[config.mk]
export PLATFORM = sky130hd
export DESIGN_NAME = uart_modem_line_status_ctrl
export DESIGN_NICKNAME = d
export VERILOG_FILES = /design/src/pkg/ump_pkg.sv /design/src/pkg/rxq_if.sv /design/src/rx_err_fifo.sv /design/src/uart_modem_line_status_ctrl.sv
export SDC_FILE = /design/constraint.sdc
export NUM_CORES = 1
export LEC_CHECK = 0
export BUFFER_PORTS_ARGS = -buffer_cell sky130_fd_sc_hd__buf_2
export CORE_AREA = 3 3 293 295
export CTS_CLUSTER_SIZE = 40
export DETAILED_ROUTE_END_ITERATION = 8
export DIE_AREA = 0 0 296 298
export PLACE_DENSITY = 0.69
export SLEW_MARGIN = 20
export SYNTH_ARGS = -nofsm -noshare
export SYNTH_HDL_FRONTEND = slang
export SYNTH_HIERARCHICAL = 1
export SYNTH_SLANG_ARGS = --single-unit
[constraint.sdc]
create_clock -name pclk -period 4.3 [get_ports pclk]
set_input_delay 0.43 -clock pclk [delete_from_list [all_inputs] [get_ports pclk]]
set_output_delay 0.43 -clock pclk [all_outputs]
set_load 0.01 [all_outputs]
[src/pkg/ump_pkg.sv]
// Purpose: shared constants for the modem, line and modem-status block
// Assumes: APB byte addresses, one 32-bit word per register
// Notes:   reserved bits read zero
//
// Functional notes
// - infrared select bit takes the strap pin level after reset release
// - infrared select routes serial lines via IrDA codec; idle IR output low
// - Xon-any: any received char resumes transmission halted by software flow
// - loopback bit selects local loopback; reset value zero
// - send-immediate bit queues holding byte ahead of FIFO if next access writes it; self-clears on next access; in loopback the code does neither
// - send-immediate only with transmitter enabled; flow characters go first
// - in loopback bit 3 drives CD status, bit 2 drives RI status
// - flow-pair select: RTS/CTS at 0, DTR/DSR at 1, only with auto flow
// - control bits 1 and 0 drive active-low RTS and DTR; reset zero
// - line-status interrupt whenever a FIFO character carries an error
// - FIFO error summary set while any parity, framing or break entry remains
// - transmitter empty only when holding FIFO and shift register both empty
// - holding-empty set when last byte leaves FIFO, cleared on load
// - break loads one character; further break characters dropped until line returns to mark
// - framing and parity flags belong to the character at FIFO top
// - character into full FIFO sets overrun and is dropped
// - data ready while the receive FIFO holds a character
// - status bits 7..4 show inverted CD, RI, DSR, CTS or loopback bits
// - with auto flow, high CTS/DSR halts transmit after current char
// - change flags latch on modem input changes and raise modem interrupt
// - ring change flag only on RI input low to high
package ump_pkg;
	localparam int        ADDR_W   = 8;
	localparam logic [7:0] OFF_HOLD = 8'h00;
	localparam logic [7:0] OFF_IER  = 8'h04;
	localparam logic [7:0] OFF_EFR  = 8'h08;
	localparam logic [7:0] OFF_MC   = 8'h0c;
	localparam logic [7:0] OFF_LS   = 8'h10;
	localparam logic [7:0] OFF_MS   = 8'h14;
	localparam logic [7:0] OFF_FC   = 8'h18;

	localparam int MC_DTR  = 0;
	localparam int MC_RTS  = 1;
	localparam int MC_PAIR = 2;
	localparam int MC_IMM  = 3;
	localparam int MC_LOOP = 4;
	localparam int MC_XANY = 5;
	localparam int MC_IR   = 6;
	localparam logic [7:0] MC_RST = 8'h00;

	localparam int IER_LS   = 2;
	localparam int IER_MS   = 3;
	localparam int EFR_AUTO = 6;
	localparam int MS_TXDIS = 3;
	localparam int FC_IRINV = 4;

	localparam int ENT_W   = 11;
	localparam int ENT_PE  = 0;
	localparam int ENT_FE  = 1;
	localparam int ENT_BRK = 2;
	localparam int ENT_DAT = 3;

	localparam int SY_RI    = 0;
	localparam int SY_CD    = 1;
	localparam int SY_DSR   = 2;
	localparam int SY_CTS   = 3;
	localparam int SY_RX    = 4;
	localparam int SY_STRAP = 5;
	localparam int NSYNC    = 6;

	localparam logic [3:0] IR_PULSE_TICKS = 4'h3;
	localparam logic [4:0] IR_HOLD_TICKS  = 5'h10;
	localparam logic [1:0] STRAP_TAKE     = 2'h2;
	localparam logic [1:0] SETTLED        = 2'h3;
endpackage

[src/pkg/rxq_if.sv]
`timescale 1ns/10ps
interface rxq_if #(
	parameter int W = 11
);
	logic         push;
	logic [W-1:0] wdata;
	logic         pop;
	logic         full;
	logic         empty;
	logic         err_any;
	logic [W-1:0] top;

	modport ctrl (output push, wdata, pop, input full, empty, err_any, top);
	modport fifo (input push, wdata, pop, output full, empty, err_any, top);
endinterface

[src/rx_err_fifo.sv]
// Purpose: receive FIFO holding data plus per-character error flags
// Assumes: depth a power of two; push only when not full, pop only when not empty
// Notes:   keeps a running count of flagged entries for the summary bit
`timescale 1ns/10ps
module rx_err_fifo #(
	parameter int W  = 11,
	parameter int D  = 64,
	parameter int AW = $clog2(D)
) (
	input wire logic clk,
	input wire logic rst_n,
	rxq_if.fifo      q
);
	logic [W-1:0]  mem_ff [D];
	logic [AW-1:0] wp_ff;
	logic [AW-1:0] rp_ff;
	logic [AW:0]   cnt_ff;
	logic [AW:0]   ecnt_ff;
	logic          push_err;
	logic          pop_err;

	assign push_err  = |q.wdata[2:0];
	assign pop_err   = |q.top[2:0];
	assign q.top     = mem_ff[rp_ff];
	assign q.full    = (cnt_ff == (AW+1)'(D));
	assign q.empty   = (cnt_ff == '0);
	assign q.err_any = (ecnt_ff != '0);

	always_ff @(posedge clk) begin
		if (q.push)
			mem_ff[wp_ff] <= q.wdata;
	end

	always_ff @(posedge clk or negedge rst_n) begin
		if (!rst_n) begin
			wp_ff   <= '0;
			rp_ff   <= '0;
			cnt_ff  <= '0;
			ecnt_ff <= '0;
		end else begin
			if (q.push)
				wp_ff <= wp_ff + 1'b1;
			if (q.pop)
				rp_ff <= rp_ff + 1'b1;
			cnt_ff  <= cnt_ff + (AW+1)'(q.push) - (AW+1)'(q.pop);
			ecnt_ff <= ecnt_ff + (AW+1)'(q.push & push_err) - (AW+1)'(q.pop & pop_err);
		end
	end
endmodule

[src/uart_modem_line_status_ctrl.sv]
// Purpose: modem control, line status and modem status of one UART channel
// Assumes: transmitter, receiver and baud generator sit outside on pclk
// Notes:   APB slave with one wait state; pin inputs double-synchronised
//
// Decided for this implementation: the placing of the registers and the APB interface to the registers.
`timescale 1ns/10ps
module uart_modem_line_status_ctrl #(
	parameter int FIFO_DEPTH = 64,
	parameter int TXL_W      = 7
) (
	input  wire logic             pclk,
	input  wire logic             presetn,
	input  wire logic             psel,
	input  wire logic             penable,
	input  wire logic             pwrite,
	input  wire logic [7:0]       paddr,
	input  wire logic [31:0]      pwdata,
	output logic      [31:0]      prdata,
	output logic                  pready,
	output logic                  pslverr,
	input  wire logic             infrared_strap_pin,
	input  wire logic             rx_pin,
	input  wire logic             cts_n_pin,
	input  wire logic             dsr_n_pin,
	input  wire logic             cd_n_pin,
	input  wire logic             ri_n_pin,
	output logic                  tx_pin,
	output logic                  rts_n_pin,
	output logic                  dtr_n_pin,
	input  wire logic             baud_tick16,
	input  wire logic             tx_serial,
	input  wire logic [TXL_W-1:0] tx_fifo_level,
	input  wire logic             tsr_load,
	input  wire logic             tsr_busy,
	input  wire logic             sw_flow_halted,
	input  wire logic             flow_char_pending,
	input  wire logic             imm_take,
	input  wire logic             rx_char_done,
	input  wire logic [7:0]       rx_char,
	input  wire logic             rx_parity_err,
	input  wire logic             rx_framing_err,
	input  wire logic             rx_break,
	output logic                  rx_serial,
	output logic                  thr_push,
	output logic      [7:0]       thr_data,
	output logic                  imm_valid,
	output logic      [7:0]       imm_data,
	output logic                  xon_any_resume,
	output logic                  tx_flow_halt,
	output logic                  tx_disable,
	output logic                  line_status_int,
	output logic                  modem_status_int
);
	logic [ump_pkg::NSYNC-1:0] sync1_ff;
	logic [ump_pkg::NSYNC-1:0] sync2_ff;
	logic [1:0]                strap_cnt_ff;
	logic                      settled;
	logic [7:0]                mc_ff;
	logic [7:0]                ier_ff;
	logic [7:0]                efr_ff;
	logic [7:0]                fc_ff;
	logic                      txdis_ff;
	logic                      pready_ff;
	logic [31:0]               prdata_ff;
	logic                      pslverr_ff;
	logic [31:0]               nxt_prdata;
	logic                      nxt_pslverr;
	logic                      done;
	logic                      wr;
	logic                      rd;
	logic                      loop;
	logic                      ir;
	logic                      imm_pend_ff;
	logic                      nxt_imm_pend;
	logic [7:0]                imm_data_ff;
	logic                      imm_valid_ff;
	logic                      thr_push_ff;
	logic [7:0]                thr_data_ff;
	logic                      thr_empty_ff;
	logic                      tx_empty_ff;
	logic                      ovr_ff;
	logic                      brk_hold_ff;
	logic                      accept;
	logic                      xon_ff;
	logic [7:0]                line_status;
	logic [3:0]                live;
	logic [3:0]                prev_ff;
	logic [3:0]                delta_ff;
	logic [3:0]                nxt_delta;
	logic                      halt_ff;
	logic                      rts_n_ff;
	logic                      dtr_n_ff;
	logic                      ls_int_ff;
	logic                      ms_int_ff;
	logic [3:0]                phase_ff;
	logic                      tx_prev_ff;
	logic [4:0]                dec_cnt_ff;
	logic                      rx_in;
	logic                      tx_pin_ff;
	logic                      rx_serial_ff;

	rxq_if #(.W(ump_pkg::ENT_W)) q ();

	rx_err_fifo #(
		.W (ump_pkg::ENT_W),
		.D (FIFO_DEPTH)
	) u_rxq (
		.clk   (pclk),
		.rst_n (presetn),
		.q     (q.fifo)
	);

	assign loop = mc_ff[ump_pkg::MC_LOOP];
	assign ir   = mc_ff[ump_pkg::MC_IR];

	// pins cross into pclk through two flops before anything reads them
	always_ff @(posedge pclk or negedge presetn) begin
		if (!presetn) begin
			sync1_ff <= '1;
			sync2_ff <= '1;
		end else begin
			sync1_ff <= {infrared_strap_pin, rx_pin, cts_n_pin, dsr_n_pin, cd_n_pin, ri_n_pin};
			sync2_ff <= sync1_ff;
		end
	end

	// strap needs the synchroniser refilled after release before it is trusted
	always_ff @(posedge pclk or negedge presetn) begin
		if (!presetn)
			strap_cnt_ff <= '0;
		else if (!settled)
			strap_cnt_ff <= strap_cnt_ff + 2'h1;
	end
	assign settled = (strap_cnt_ff == ump_pkg::SETTLED);

	// apb: one wait state, answer registered
	assign done = psel & penable & pready_ff;
	assign wr   = done & pwrite;
	assign rd   = done & ~pwrite;

	always_comb begin
		nxt_prdata  = '0;
		nxt_pslverr = 1'b0;
		case (paddr)
			ump_pkg::OFF_HOLD: begin
				if (!q.empty)
					nxt_prdata[7:0] = q.top[ump_pkg::ENT_W-1:ump_pkg::ENT_DAT];
			end
			ump_pkg::OFF_IER: nxt_prdata[7:0] = ier_ff;
			ump_pkg::OFF_EFR: nxt_prdata[7:0] = efr_ff;
			ump_pkg::OFF_MC:  nxt_prdata[7:0] = mc_ff;
			ump_pkg::OFF_LS:  nxt_prdata[7:0] = line_status;
			ump_pkg::OFF_MS:  nxt_prdata[7:0] = {live, delta_ff};
			ump_pkg::OFF_FC:  nxt_prdata[7:0] = fc_ff;
			default:          nxt_pslverr     = 1'b1;
		endcase
	end

	always_ff @(posedge pclk or negedge presetn) begin
		if (!presetn) begin
			pready_ff  <= 1'b0;
			prdata_ff  <= '0;
			pslverr_ff <= 1'b0;
		end else begin
			pready_ff  <= psel & penable & ~pready_ff;
			prdata_ff  <= nxt_prdata;
			pslverr_ff <= nxt_pslverr & psel & penable & ~pready_ff;
		end
	end

	always_ff @(posedge pclk or negedge presetn) begin
		if (!presetn) begin
			ier_ff   <= '0;
			efr_ff   <= '0;
			fc_ff    <= '0;
			txdis_ff <= 1'b0;
		end else if (wr) begin
			if (paddr == ump_pkg::OFF_IER)
				ier_ff <= pwdata[7:0];
			if (paddr == ump_pkg::OFF_EFR)
				efr_ff <= pwdata[7:0];
			if (paddr == ump_pkg::OFF_FC)
				fc_ff <= pwdata[7:0];
			if (paddr == ump_pkg::OFF_MS)
				txdis_ff <= pwdata[ump_pkg::MS_TXDIS];
		end
	end

	// modem control; outside loopback, send-immediate arm is spent by whatever access comes next
	always_ff @(posedge pclk or negedge presetn) begin
		if (!presetn)
			mc_ff <= ump_pkg::MC_RST;
		else if (strap_cnt_ff == ump_pkg::STRAP_TAKE)
			mc_ff[ump_pkg::MC_IR] <= sync2_ff[ump_pkg::SY_STRAP];
		else if (wr && paddr == ump_pkg::OFF_MC)
			mc_ff <= pwdata[7:0];
		else if (done && !loop && mc_ff[ump_pkg::MC_IMM])
			mc_ff[ump_pkg::MC_IMM] <= 1'b0;
	end

	// holding writes: armed byte goes to the immediate slot outside loopback, others to the FIFO
	always_comb begin
		nxt_imm_pend = imm_pend_ff;
		if (imm_take)
			nxt_imm_pend = 1'b0;
		if (wr && paddr == ump_pkg::OFF_HOLD && mc_ff[ump_pkg::MC_IMM] && !loop && !txdis_ff)
			nxt_imm_pend = 1'b1;
	end

	always_ff @(posedge pclk or negedge presetn) begin
		if (!presetn) begin
			imm_pend_ff  <= 1'b0;
			imm_data_ff  <= '0;
			imm_valid_ff <= 1'b0;
			thr_push_ff  <= 1'b0;
			thr_data_ff  <= '0;
		end else begin
			imm_pend_ff  <= nxt_imm_pend;
			imm_valid_ff <= nxt_imm_pend & ~flow_char_pending & ~txdis_ff;
			thr_push_ff  <= 1'b0;
			if (wr && paddr == ump_pkg::OFF_HOLD) begin
				if (mc_ff[ump_pkg::MC_IMM] && !loop)
					imm_data_ff <= pwdata[7:0];
				else begin
					thr_push_ff <= 1'b1;
					thr_data_ff <= pwdata[7:0];
				end
			end
		end
	end

	// transmit status
	always_ff @(posedge pclk or negedge presetn) begin
		if (!presetn) begin
			thr_empty_ff <= 1'b1;
			tx_empty_ff  <= 1'b1;
		end else begin
			if (thr_push_ff)
				thr_empty_ff <= 1'b0;
			else if (tsr_load && tx_fifo_level == TXL_W'(1))
				thr_empty_ff <= 1'b1;
			tx_empty_ff <= thr_empty_ff & ~thr_push_ff & ~tsr_busy & ~tsr_load;
		end
	end

	// receive path; a break held low produces one entry only
	assign accept  = rx_char_done & ~(rx_break & brk_hold_ff);
	assign q.push  = accept & ~q.full;
	assign q.wdata = {rx_char, rx_break, rx_framing_err, rx_parity_err};
	assign q.pop   = rd & (paddr == ump_pkg::OFF_HOLD) & ~q.empty;

	always_ff @(posedge pclk or negedge presetn) begin
		if (!presetn) begin
			ovr_ff      <= 1'b0;
			brk_hold_ff <= 1'b0;
			xon_ff      <= 1'b0;
		end else begin
			if (accept && q.full)
				ovr_ff <= 1'b1;
			else if (rd && paddr == ump_pkg::OFF_LS)
				ovr_ff <= 1'b0;
			if (q.push && rx_break)
				brk_hold_ff <= 1'b1;
			else if (rx_serial_ff)
				brk_hold_ff <= 1'b0;
			xon_ff <= mc_ff[ump_pkg::MC_XANY] & sw_flow_halted & rx_char_done;
		end
	end

	// top-of-FIFO flags only mean something while a character is there
	assign line_status = {q.err_any,
		tx_empty_ff, thr_empty_ff,
		q.top[ump_pkg::ENT_BRK] & ~q.empty,
		q.top[ump_pkg::ENT_FE] & ~q.empty,
		q.top[ump_pkg::ENT_PE] & ~q.empty,
		ovr_ff, ~q.empty};

	// modem status: {cd, ri, dsr, cts} active high
	always_comb begin
		if (loop)
			live = {mc_ff[ump_pkg::MC_IMM], mc_ff[ump_pkg::MC_PAIR],
				mc_ff[ump_pkg::MC_DTR], mc_ff[ump_pkg::MC_RTS]};
		else
			live = ~{sync2_ff[ump_pkg::SY_CD], sync2_ff[ump_pkg::SY_RI],
				sync2_ff[ump_pkg::SY_DSR], sync2_ff[ump_pkg::SY_CTS]};
	end

	// a change landing on the read edge survives the clear
	always_comb begin
		nxt_delta = delta_ff;
		if (rd && paddr == ump_pkg::OFF_MS)
			nxt_delta = '0;
		if (settled) begin
			nxt_delta[3] = nxt_delta[3] | (live[3] ^ prev_ff[3]);
			nxt_delta[2] = nxt_delta[2] | (prev_ff[2] & ~live[2]);
			nxt_delta[1] = nxt_delta[1] | (live[1] ^ prev_ff[1]);
			nxt_delta[0] = nxt_delta[0] | (live[0] ^ prev_ff[0]);
		end
	end

	always_ff @(posedge pclk or negedge presetn) begin
		if (!presetn) begin
			prev_ff   <= '0;
			delta_ff  <= '0;
			ms_int_ff <= 1'b0;
			ls_int_ff <= 1'b0;
		end else begin
			prev_ff   <= live;
			delta_ff  <= nxt_delta;
			ms_int_ff <= ier_ff[ump_pkg::IER_MS] & (|delta_ff);
			ls_int_ff <= ier_ff[ump_pkg::IER_LS] & (q.err_any | ovr_ff);
		end
	end

	// flow pins and auto flow halt; the transmitter stops at a char boundary
	always_ff @(posedge pclk or negedge presetn) begin
		if (!presetn) begin
			halt_ff  <= 1'b0;
			rts_n_ff <= 1'b1;
			dtr_n_ff <= 1'b1;
		end else begin
			halt_ff  <= efr_ff[ump_pkg::EFR_AUTO] &
				(mc_ff[ump_pkg::MC_PAIR] ? ~live[1] : ~live[0]);
			rts_n_ff <= ~mc_ff[ump_pkg::MC_RTS];
			dtr_n_ff <= ~mc_ff[ump_pkg::MC_DTR];
		end
	end

	// irda codec; bit phase realigns on every transmit edge
	assign rx_in = sync2_ff[ump_pkg::SY_RX] ^ fc_ff[ump_pkg::FC_IRINV];

	always_ff @(posedge pclk or negedge presetn) begin
		if (!presetn) begin
			phase_ff     <= '0;
			tx_prev_ff   <= 1'b1;
			dec_cnt_ff   <= '0;
			tx_pin_ff    <= 1'b1;
			rx_serial_ff <= 1'b1;
		end else begin
			tx_prev_ff <= tx_serial;
			if (tx_serial != tx_prev_ff)
				phase_ff <= '0;
			else if (baud_tick16)
				phase_ff <= phase_ff + 4'h1;
			if (ir && rx_in)
				dec_cnt_ff <= ump_pkg::IR_HOLD_TICKS;
			else if (baud_tick16 && dec_cnt_ff != '0)
				dec_cnt_ff <= dec_cnt_ff - 5'h1;
			if (loop)
				tx_pin_ff <= ~ir;
			else if (ir)
				tx_pin_ff <= ~tx_serial & (phase_ff < ump_pkg::IR_PULSE_TICKS);
			else
				tx_pin_ff <= tx_serial;
			if (loop)
				rx_serial_ff <= tx_serial;
			else if (ir)
				rx_serial_ff <= (dec_cnt_ff == '0) & ~rx_in;
			else
				rx_serial_ff <= sync2_ff[ump_pkg::SY_RX];
		end
	end

	assign prdata           = prdata_ff;
	assign pready           = pready_ff;
	assign pslverr          = pslverr_ff;
	assign tx_pin           = tx_pin_ff;
	assign rts_n_pin        = rts_n_ff;
	assign dtr_n_pin        = dtr_n_ff;
	assign rx_serial        = rx_serial_ff;
	assign thr_push         = thr_push_ff;
	assign thr_data         = thr_data_ff;
	assign imm_valid        = imm_valid_ff;
	assign imm_data         = imm_data_ff;
	assign xon_any_resume   = xon_ff;
	assign tx_flow_halt     = halt_ff;
	assign tx_disable       = txdis_ff;
	assign line_status_int  = ls_int_ff;
	assign modem_status_int = ms_int_ff;
endmodule

* Yosys cells after proc, flatten, opt, wreduce, memory -nomap -nowiden
Memories as Yosys holds them, arrays and structs flattened.
Index checks and enable logic that the tools add are counted.
** Storage, ports and cells
- Memories kept :: 1
- Bits of input ports :: 77
- Output and inout bits :: 61
- Register bits after elaboration :: 132
- Logic and storage cells :: 194
- Memory bits (writable) :: 704
** Memory list
- u_rxq.mem_ff :: depth 64, width 11, rd ports 1, clocked after Yosys merged registers in 0, write ports 1, RTL line rx_err_fifo.sv:14 : logic [W-1:0] mem_ff [D];
** Cells by class
- Bitwise operators :: 61
- Reductions and logical operators :: 41
- $lt $le $gt $ge :: 1
- Multiplexer cells :: 31
- Eq/ne operators :: 11
- Add/subtract/negate cells :: 9
** Operators with widths (count)
- case mux 8 bit (7 select lines) :: 1
- AND 1 bit :: 31
- equality test 8 x 5 -> 1 bit, second input constant :: 3
- 2-to-1 mux 1 bit :: 21
- 2-to-1 mux 4 bit :: 5
- NOT 1 bit :: 20
- equality test 8 x 4 -> 1 bit, second input constant :: 2
- AND reduction 2 bit :: 8
- logical AND 1 bit :: 15
- nonzero test 2 bit :: 7
- adder 6 x 1 -> 6 bit, second input constant :: 2
- 2-to-1 mux 5 bit :: 2
- equality test 8 x 3 -> 1 bit, second input constant :: 1
- zero test 8 bit :: 1
- 2-to-1 mux 8 bit :: 1
- adder 7 x 1 -> 7 bit :: 1
- adder 7 bit :: 1
- equality test 7 x 1 -> 1 bit, second input constant :: 1
- equality test 7 bit, second input constant :: 1
- zero test 7 bit :: 1
- nonzero test 7 bit :: 1
- OR reduction 7 bit :: 1
- subtractor 7 x 1 -> 7 bit :: 1
- subtractor 7 bit :: 1
- 15 further kinds :: 25

* Depth between registers and ports, before layout
- Depth after elaboration :: 10
- Mapped depth :: 20
- Gate-level depth less buffers :: 18

* By module
The synthesis kept the hierarchy.
** Modules (own cells, without submodules)
- rx_err_fifo :: cells an instance 1280, seq. area each 21790.9 um^2, area an instance 28584.9 um^2, times used 1
- uart_modem_line_status_ctrl :: cells an instance 391, seq. area each 2676.3 um^2, area an instance 4795.8 um^2, times used 1

* Worst setup path after synthesis
Ideal clock, no wire load.
- Path kind :: reg2reg
- From :: reg u_rxq.rp_ff[1]
- To :: reg u_rxq.ecnt_ff[6]
- Library setup time :: 0.125 ns
- Data required time :: 4.175 ns
- Period minus slack after synthesis :: 4.252 ns
- Stages on the path, launching flop included :: 20
- Path slack :: 0.048 ns
- Arrival time :: 4.127 ns
- Buffers on the path :: 3
- Cells stage by stage :: dfrtp_1 -> clkbuf_1 -> buf_2 -> clkbuf_1 -> mux4_2 -> a221oi_1 -> a22oi_1 -> mux2_2 -> o31a_1 -> ha_1 -> inv_1 -> ha_1 -> inv_1 -> fa_1 -> nand2b_1 -> a21oi_1 -> o21ai_0 -> a21oi_1 -> nor2_1 -> xnor2_1
** On the way
- Word-level cells in the longest chain between the ends :: 4
** RTL lines
- start, declared :: RTL line rx_err_fifo.sv:16 : logic [AW-1:0] rp_ff;
- start signal, assigned :: RTL line rx_err_fifo.sv:44 : rp_ff <= rp_ff + 1'b1;
- memory (64 x 11 bit)
- net q.top[0] :: RTL line rxq_if.sv:11 : logic [W-1:0] top;
- OR reduction 3 bit :: RTL line rx_err_fifo.sv:23 : assign pop_err = |q.top[2:0];
- AND 1 bit :: RTL line rx_err_fifo.sv:46 : ecnt_ff <= ecnt_ff + (AW+1)'(q.push & push_err) - (AW+1)'(q.pop & pop_err);
- subtractor 7 bit :: RTL line rx_err_fifo.sv:46
- end signal, assigned :: RTL line rx_err_fifo.sv:46
- end, declared :: RTL line rx_err_fifo.sv:18 : logic [AW:0] ecnt_ff;
The timed path passes the listed nets, and every way through them passes these cells.
A chain may end at the register's enable or synchronous reset.

* Worst setup path after layout
- From :: reg u_rxq.rp_ff[0]
- To :: reg u_rxq.ecnt_ff[6]
Same word-level chain as after synthesis.

==> impl_metrics.toml <==
[outcome]
status = "complete, no violations"

[finish]
final_area_um2 = 38600
nets = 2004
multi_input_area_um2 = 8390
final_cell_count_no_fill = 3045
fin_util = 0.463
drive_gt1_frac = 0.327
seqCellArea_um2 = 24500
diodes = 0
syn2layout_area_growth_pct = 15.7
nFillCells = 6851

[synthesis]
synthArstFlopShare = 0.158
synth_area_leaders = "edfxtp_1, mux4_2, dfrtp_1"
synth_top_cell_by_area = "edfxtp_1"
synth.distinct_cells = 70
synth_top_area_share = 0.633
yosysSeqAreaShare = 0.733
synth_edf_count = 704
synth_area_per_cell_um2 = 20.0
synth_flop_cell = "edfxtp_1"
netlist_area_um2 = 33400
synth_warnings = 6
ys_ff_latch = 836
syn_inst = 1671

[die]
die-area_um2 = 88200
die_w_um = 296
ios = 138
rows = 106
core_area_um2 = 83400
initial_core_util = 0.400
die_y_um = 298

[power]
finalPower_w = 0.0177
p_leak_nw = 12.9
p_per_area_nw_per_um2 = 458
vdd.ir_drop.worst_uv = 301

[routing]
top_layer = "met4"
wl_met3_um = 5670
dr.first_iter.drc_count = 1899
wl_met1_um = 31000
ant_nets = 0
wl_per_cell_um = 24.3
first_pass_iters = 6
drcViolationCount = 0
vias = 16808
vias_per_cell = 5.52
drt_wl_total_um = 73900
met2_length_um = 35800

[sta]
tns_ns = 0
max_slew_margin = 0.293
worst_pin_slew_ns = 1.06
hold_viol_final = 0
min_period_ns = 4.25
finalSetupViolations = 0
fmax_ghz = 0.235
fin_skew_ns = 0.0366
rsz0062_at_grt = "yes"
drv_slew = 0
period_share = 0.988

[critical_path]
ff2ff_path_depth = 16
worstSetupStartpoint = "u_rxq/rp_ff[0]$_DFFE_PN0P_"
arrival_ns = 4.75
crit_type = "reg2reg"
worst_setup_path_start_kind = "flip-flop"
rr_startpoint = "u_rxq/rp_ff[0]$_DFFE_PN0P_"
cp.required_ns = 4.80
r2r-end = "u_rxq/ecnt_ff[6]$_DFF_PN0_"
r2r_slack_ns = 0.05
end_kind = "flip-flop"
cp_max_fo = 7

[clocking]
cts_root_buf = "clkbuf_16"
clock_latency_ns = 0.63
path_clk_slew_ns = 0.06
cts_buffer_depth = 3
cts_tree = "yes"
h-tree-depth = 3
clock_sinks = 836
cts_made_buffers = 81

[min_path]
min-delay-path-class = "in2reg"
hold_start = "penable"
hold_end = "pready$_DFF_PN0_"
min_delay_path_depth = 3

[grt]
overflow = 0
grt_usage = 0.168
grt_pass1_wl_um = 111000
antenna_found_initial = 0
grt_max_degree = 105
grt_pass1_vias = 17138

[place]
io_buffers = 89
postPlaceCellArea_um2 = 35700
gp_congestion = 0.842
dp_hpwl_um = 46300
dpl.cell_count = 2879

[run]
maxCapViolations = 0
[sequential cells by signal, summed over array words and instances (netlist names), 6 cells and up]
register	count
ier_ff	8
fc_ff	8
u_rxq/rp_ff	6
prdata	8
efr_ff	8
u_rxq/mem_ff	704
u_rxq/cnt_ff	7
mc_ff	8
u_rxq/wp_ff	6
u_rxq/ecnt_ff	7
imm_data	8
sync2_ff	6
thr_data	8
sync1_ff	6
[cell families after synthesis]
logic type	synth area share
muxes	0.171
other	0.000112
xor gates and xnor gates	0.00892
adders and majority gates	0.0106
DFF	0.733
AOI/OAI and AO/OA	0.0225
and+or+nand+nor	0.0327
buffers and inverters	0.0210
[repair_timing]
action	in CTS	in global routing
resized for setup	12	16
hold buffers	11	0
gates cloned	1	0
endpoints found under the setup margin	1	2
buffers inserted	5	2
hold endpoints to repair	100	0
pin swaps	4	10
[placed cells by master, fill, tap and decap left out, types with 6 or more instances in the layout]
cell type      netlist  final
dfrtp_1            113    109
nand4_1              7      7
nor2b_1              7      7
o221ai_1             8      7
clkinvlp_4           0      6
nor2_1              82     79
o21ai_0             19     18
xnor2_1             18     18
ha_1                25     24
mux2_2              44     44
dfstp_2             19     19
clkinv_1             0     25
nand3_1             18     18
a21oi_1             19     18
buf_12               1      8
inv_1               39     38
edfxtp_1           704    704
conb_1               1     24
nand2_1             41     41
nand2b_1            10      9
buf_2               21     85
a221oi_2             0      7
xor2_1              16     16
a221oi_1            20     13
clkbuf_1            48     13
mux2i_1             47     44
clkbuf_16            0     82
mux2_4               8      8
mux4_2             201    205
clkinv_2             0      9
dlygate4sd3_1        0     11
nor3_1              12     12
buf_4               25    121
[power by group]
part / switching (W) / leakage [nW] / internal (W)
Combinational: 0.000907 / 3.70 / 0.000585
Sequential: 0.000228 / 8.00 / 0.00915
Clock: 0.00295 / 1.23 / 0.00388
Total: 0.00408 / 12.9 / 0.0136
[through the flow]
step                      worst slack [ns]  hold slack [ns]
after global routing                -0.156           0.0538
after detailed placement           -0.0806            0.347
after floorplan                     0.0482            0.134
final                               0.0506           0.0732
after global placement              -0.119            0.347
after CTS                          0.00566           0.0275
[metal layers]
layer / vias to the layer above / GRT usage
li1: 7166 / -
met1: 8833 / 0.242
met2: 702 / 0.269
met3: 107 / 0.0324
met4: 0 / 0.0367
met5: - / 0
[synth_stat cells (4+ instances only)]
master / instances
mux4_1: 4
mux4_2: 201
nand2_1: 41
a21oi_1: 19
nor3_1: 12
nor2_1: 82
nor2b_1: 7
o221ai_1: 8
a211oi_1: 5
ha_1: 25
dfstp_2: 19
buf_2: 21
buf_4: 25
clkbuf_1: 48
o21ai_0: 19
nand4_1: 7
and2_1: 5
mux2_4: 8
inv_1: 39
nand3_1: 18
a22oi_1: 6
a22o_1: 4
dfrtp_1: 113
nand2b_1: 10
and3_1: 5
a221oi_1: 20
edfxtp_1: 704
mux2_2: 44
xnor2_1: 18
buf_1: 10
mux2i_1: 47
xor2_1: 16
[critical path, cell delays in order (launching register included)]
cell      delay (ns)
dfrtp_4         0.53
buf_12          0.17
mux4_2          0.48
mux4_2          0.53
mux4_2          0.54
o31a_1          0.27
ha_1            0.27
inv_1           0.07
ha_2            0.18
inv_2           0.04
fa_2            0.33
nand2b_4        0.15
a21oi_4         0.14
o21ai_1         0.07
a21oi_1         0.15
nor2_1          0.07
xnor2_1         0.12
[layout make-up]
type / count / share of cell area
clock buffers: 99 / 0.0558
well taps: 1080 / 0.0350
inverters: 39 / 0.00379
clock inverters: 49 / 0.0106
repair buffers: 230 / 0.0435
multi-input cells: 712 / 0.217
flip-flops and latches: 836 / 0.634
[worst max path at each step]
stage	to	cells past startpoint
after floorplan	u_rxq/ecnt_ff[6]$_DFF_PN0_	19
after global placement	u_rxq/ecnt_ff[6]$_DFF_PN0_	16
after detailed placement	u_rxq/ecnt_ff[6]$_DFF_PN0_	16
after CTS	u_rxq/ecnt_ff[6]$_DFF_PN0_	16
after global routing	u_rxq/ecnt_ff[6]$_DFF_PN0_	21
final	u_rxq/ecnt_ff[6]$_DFF_PN0_	16
No activity file was read; power rests on OpenSTA's default activity.
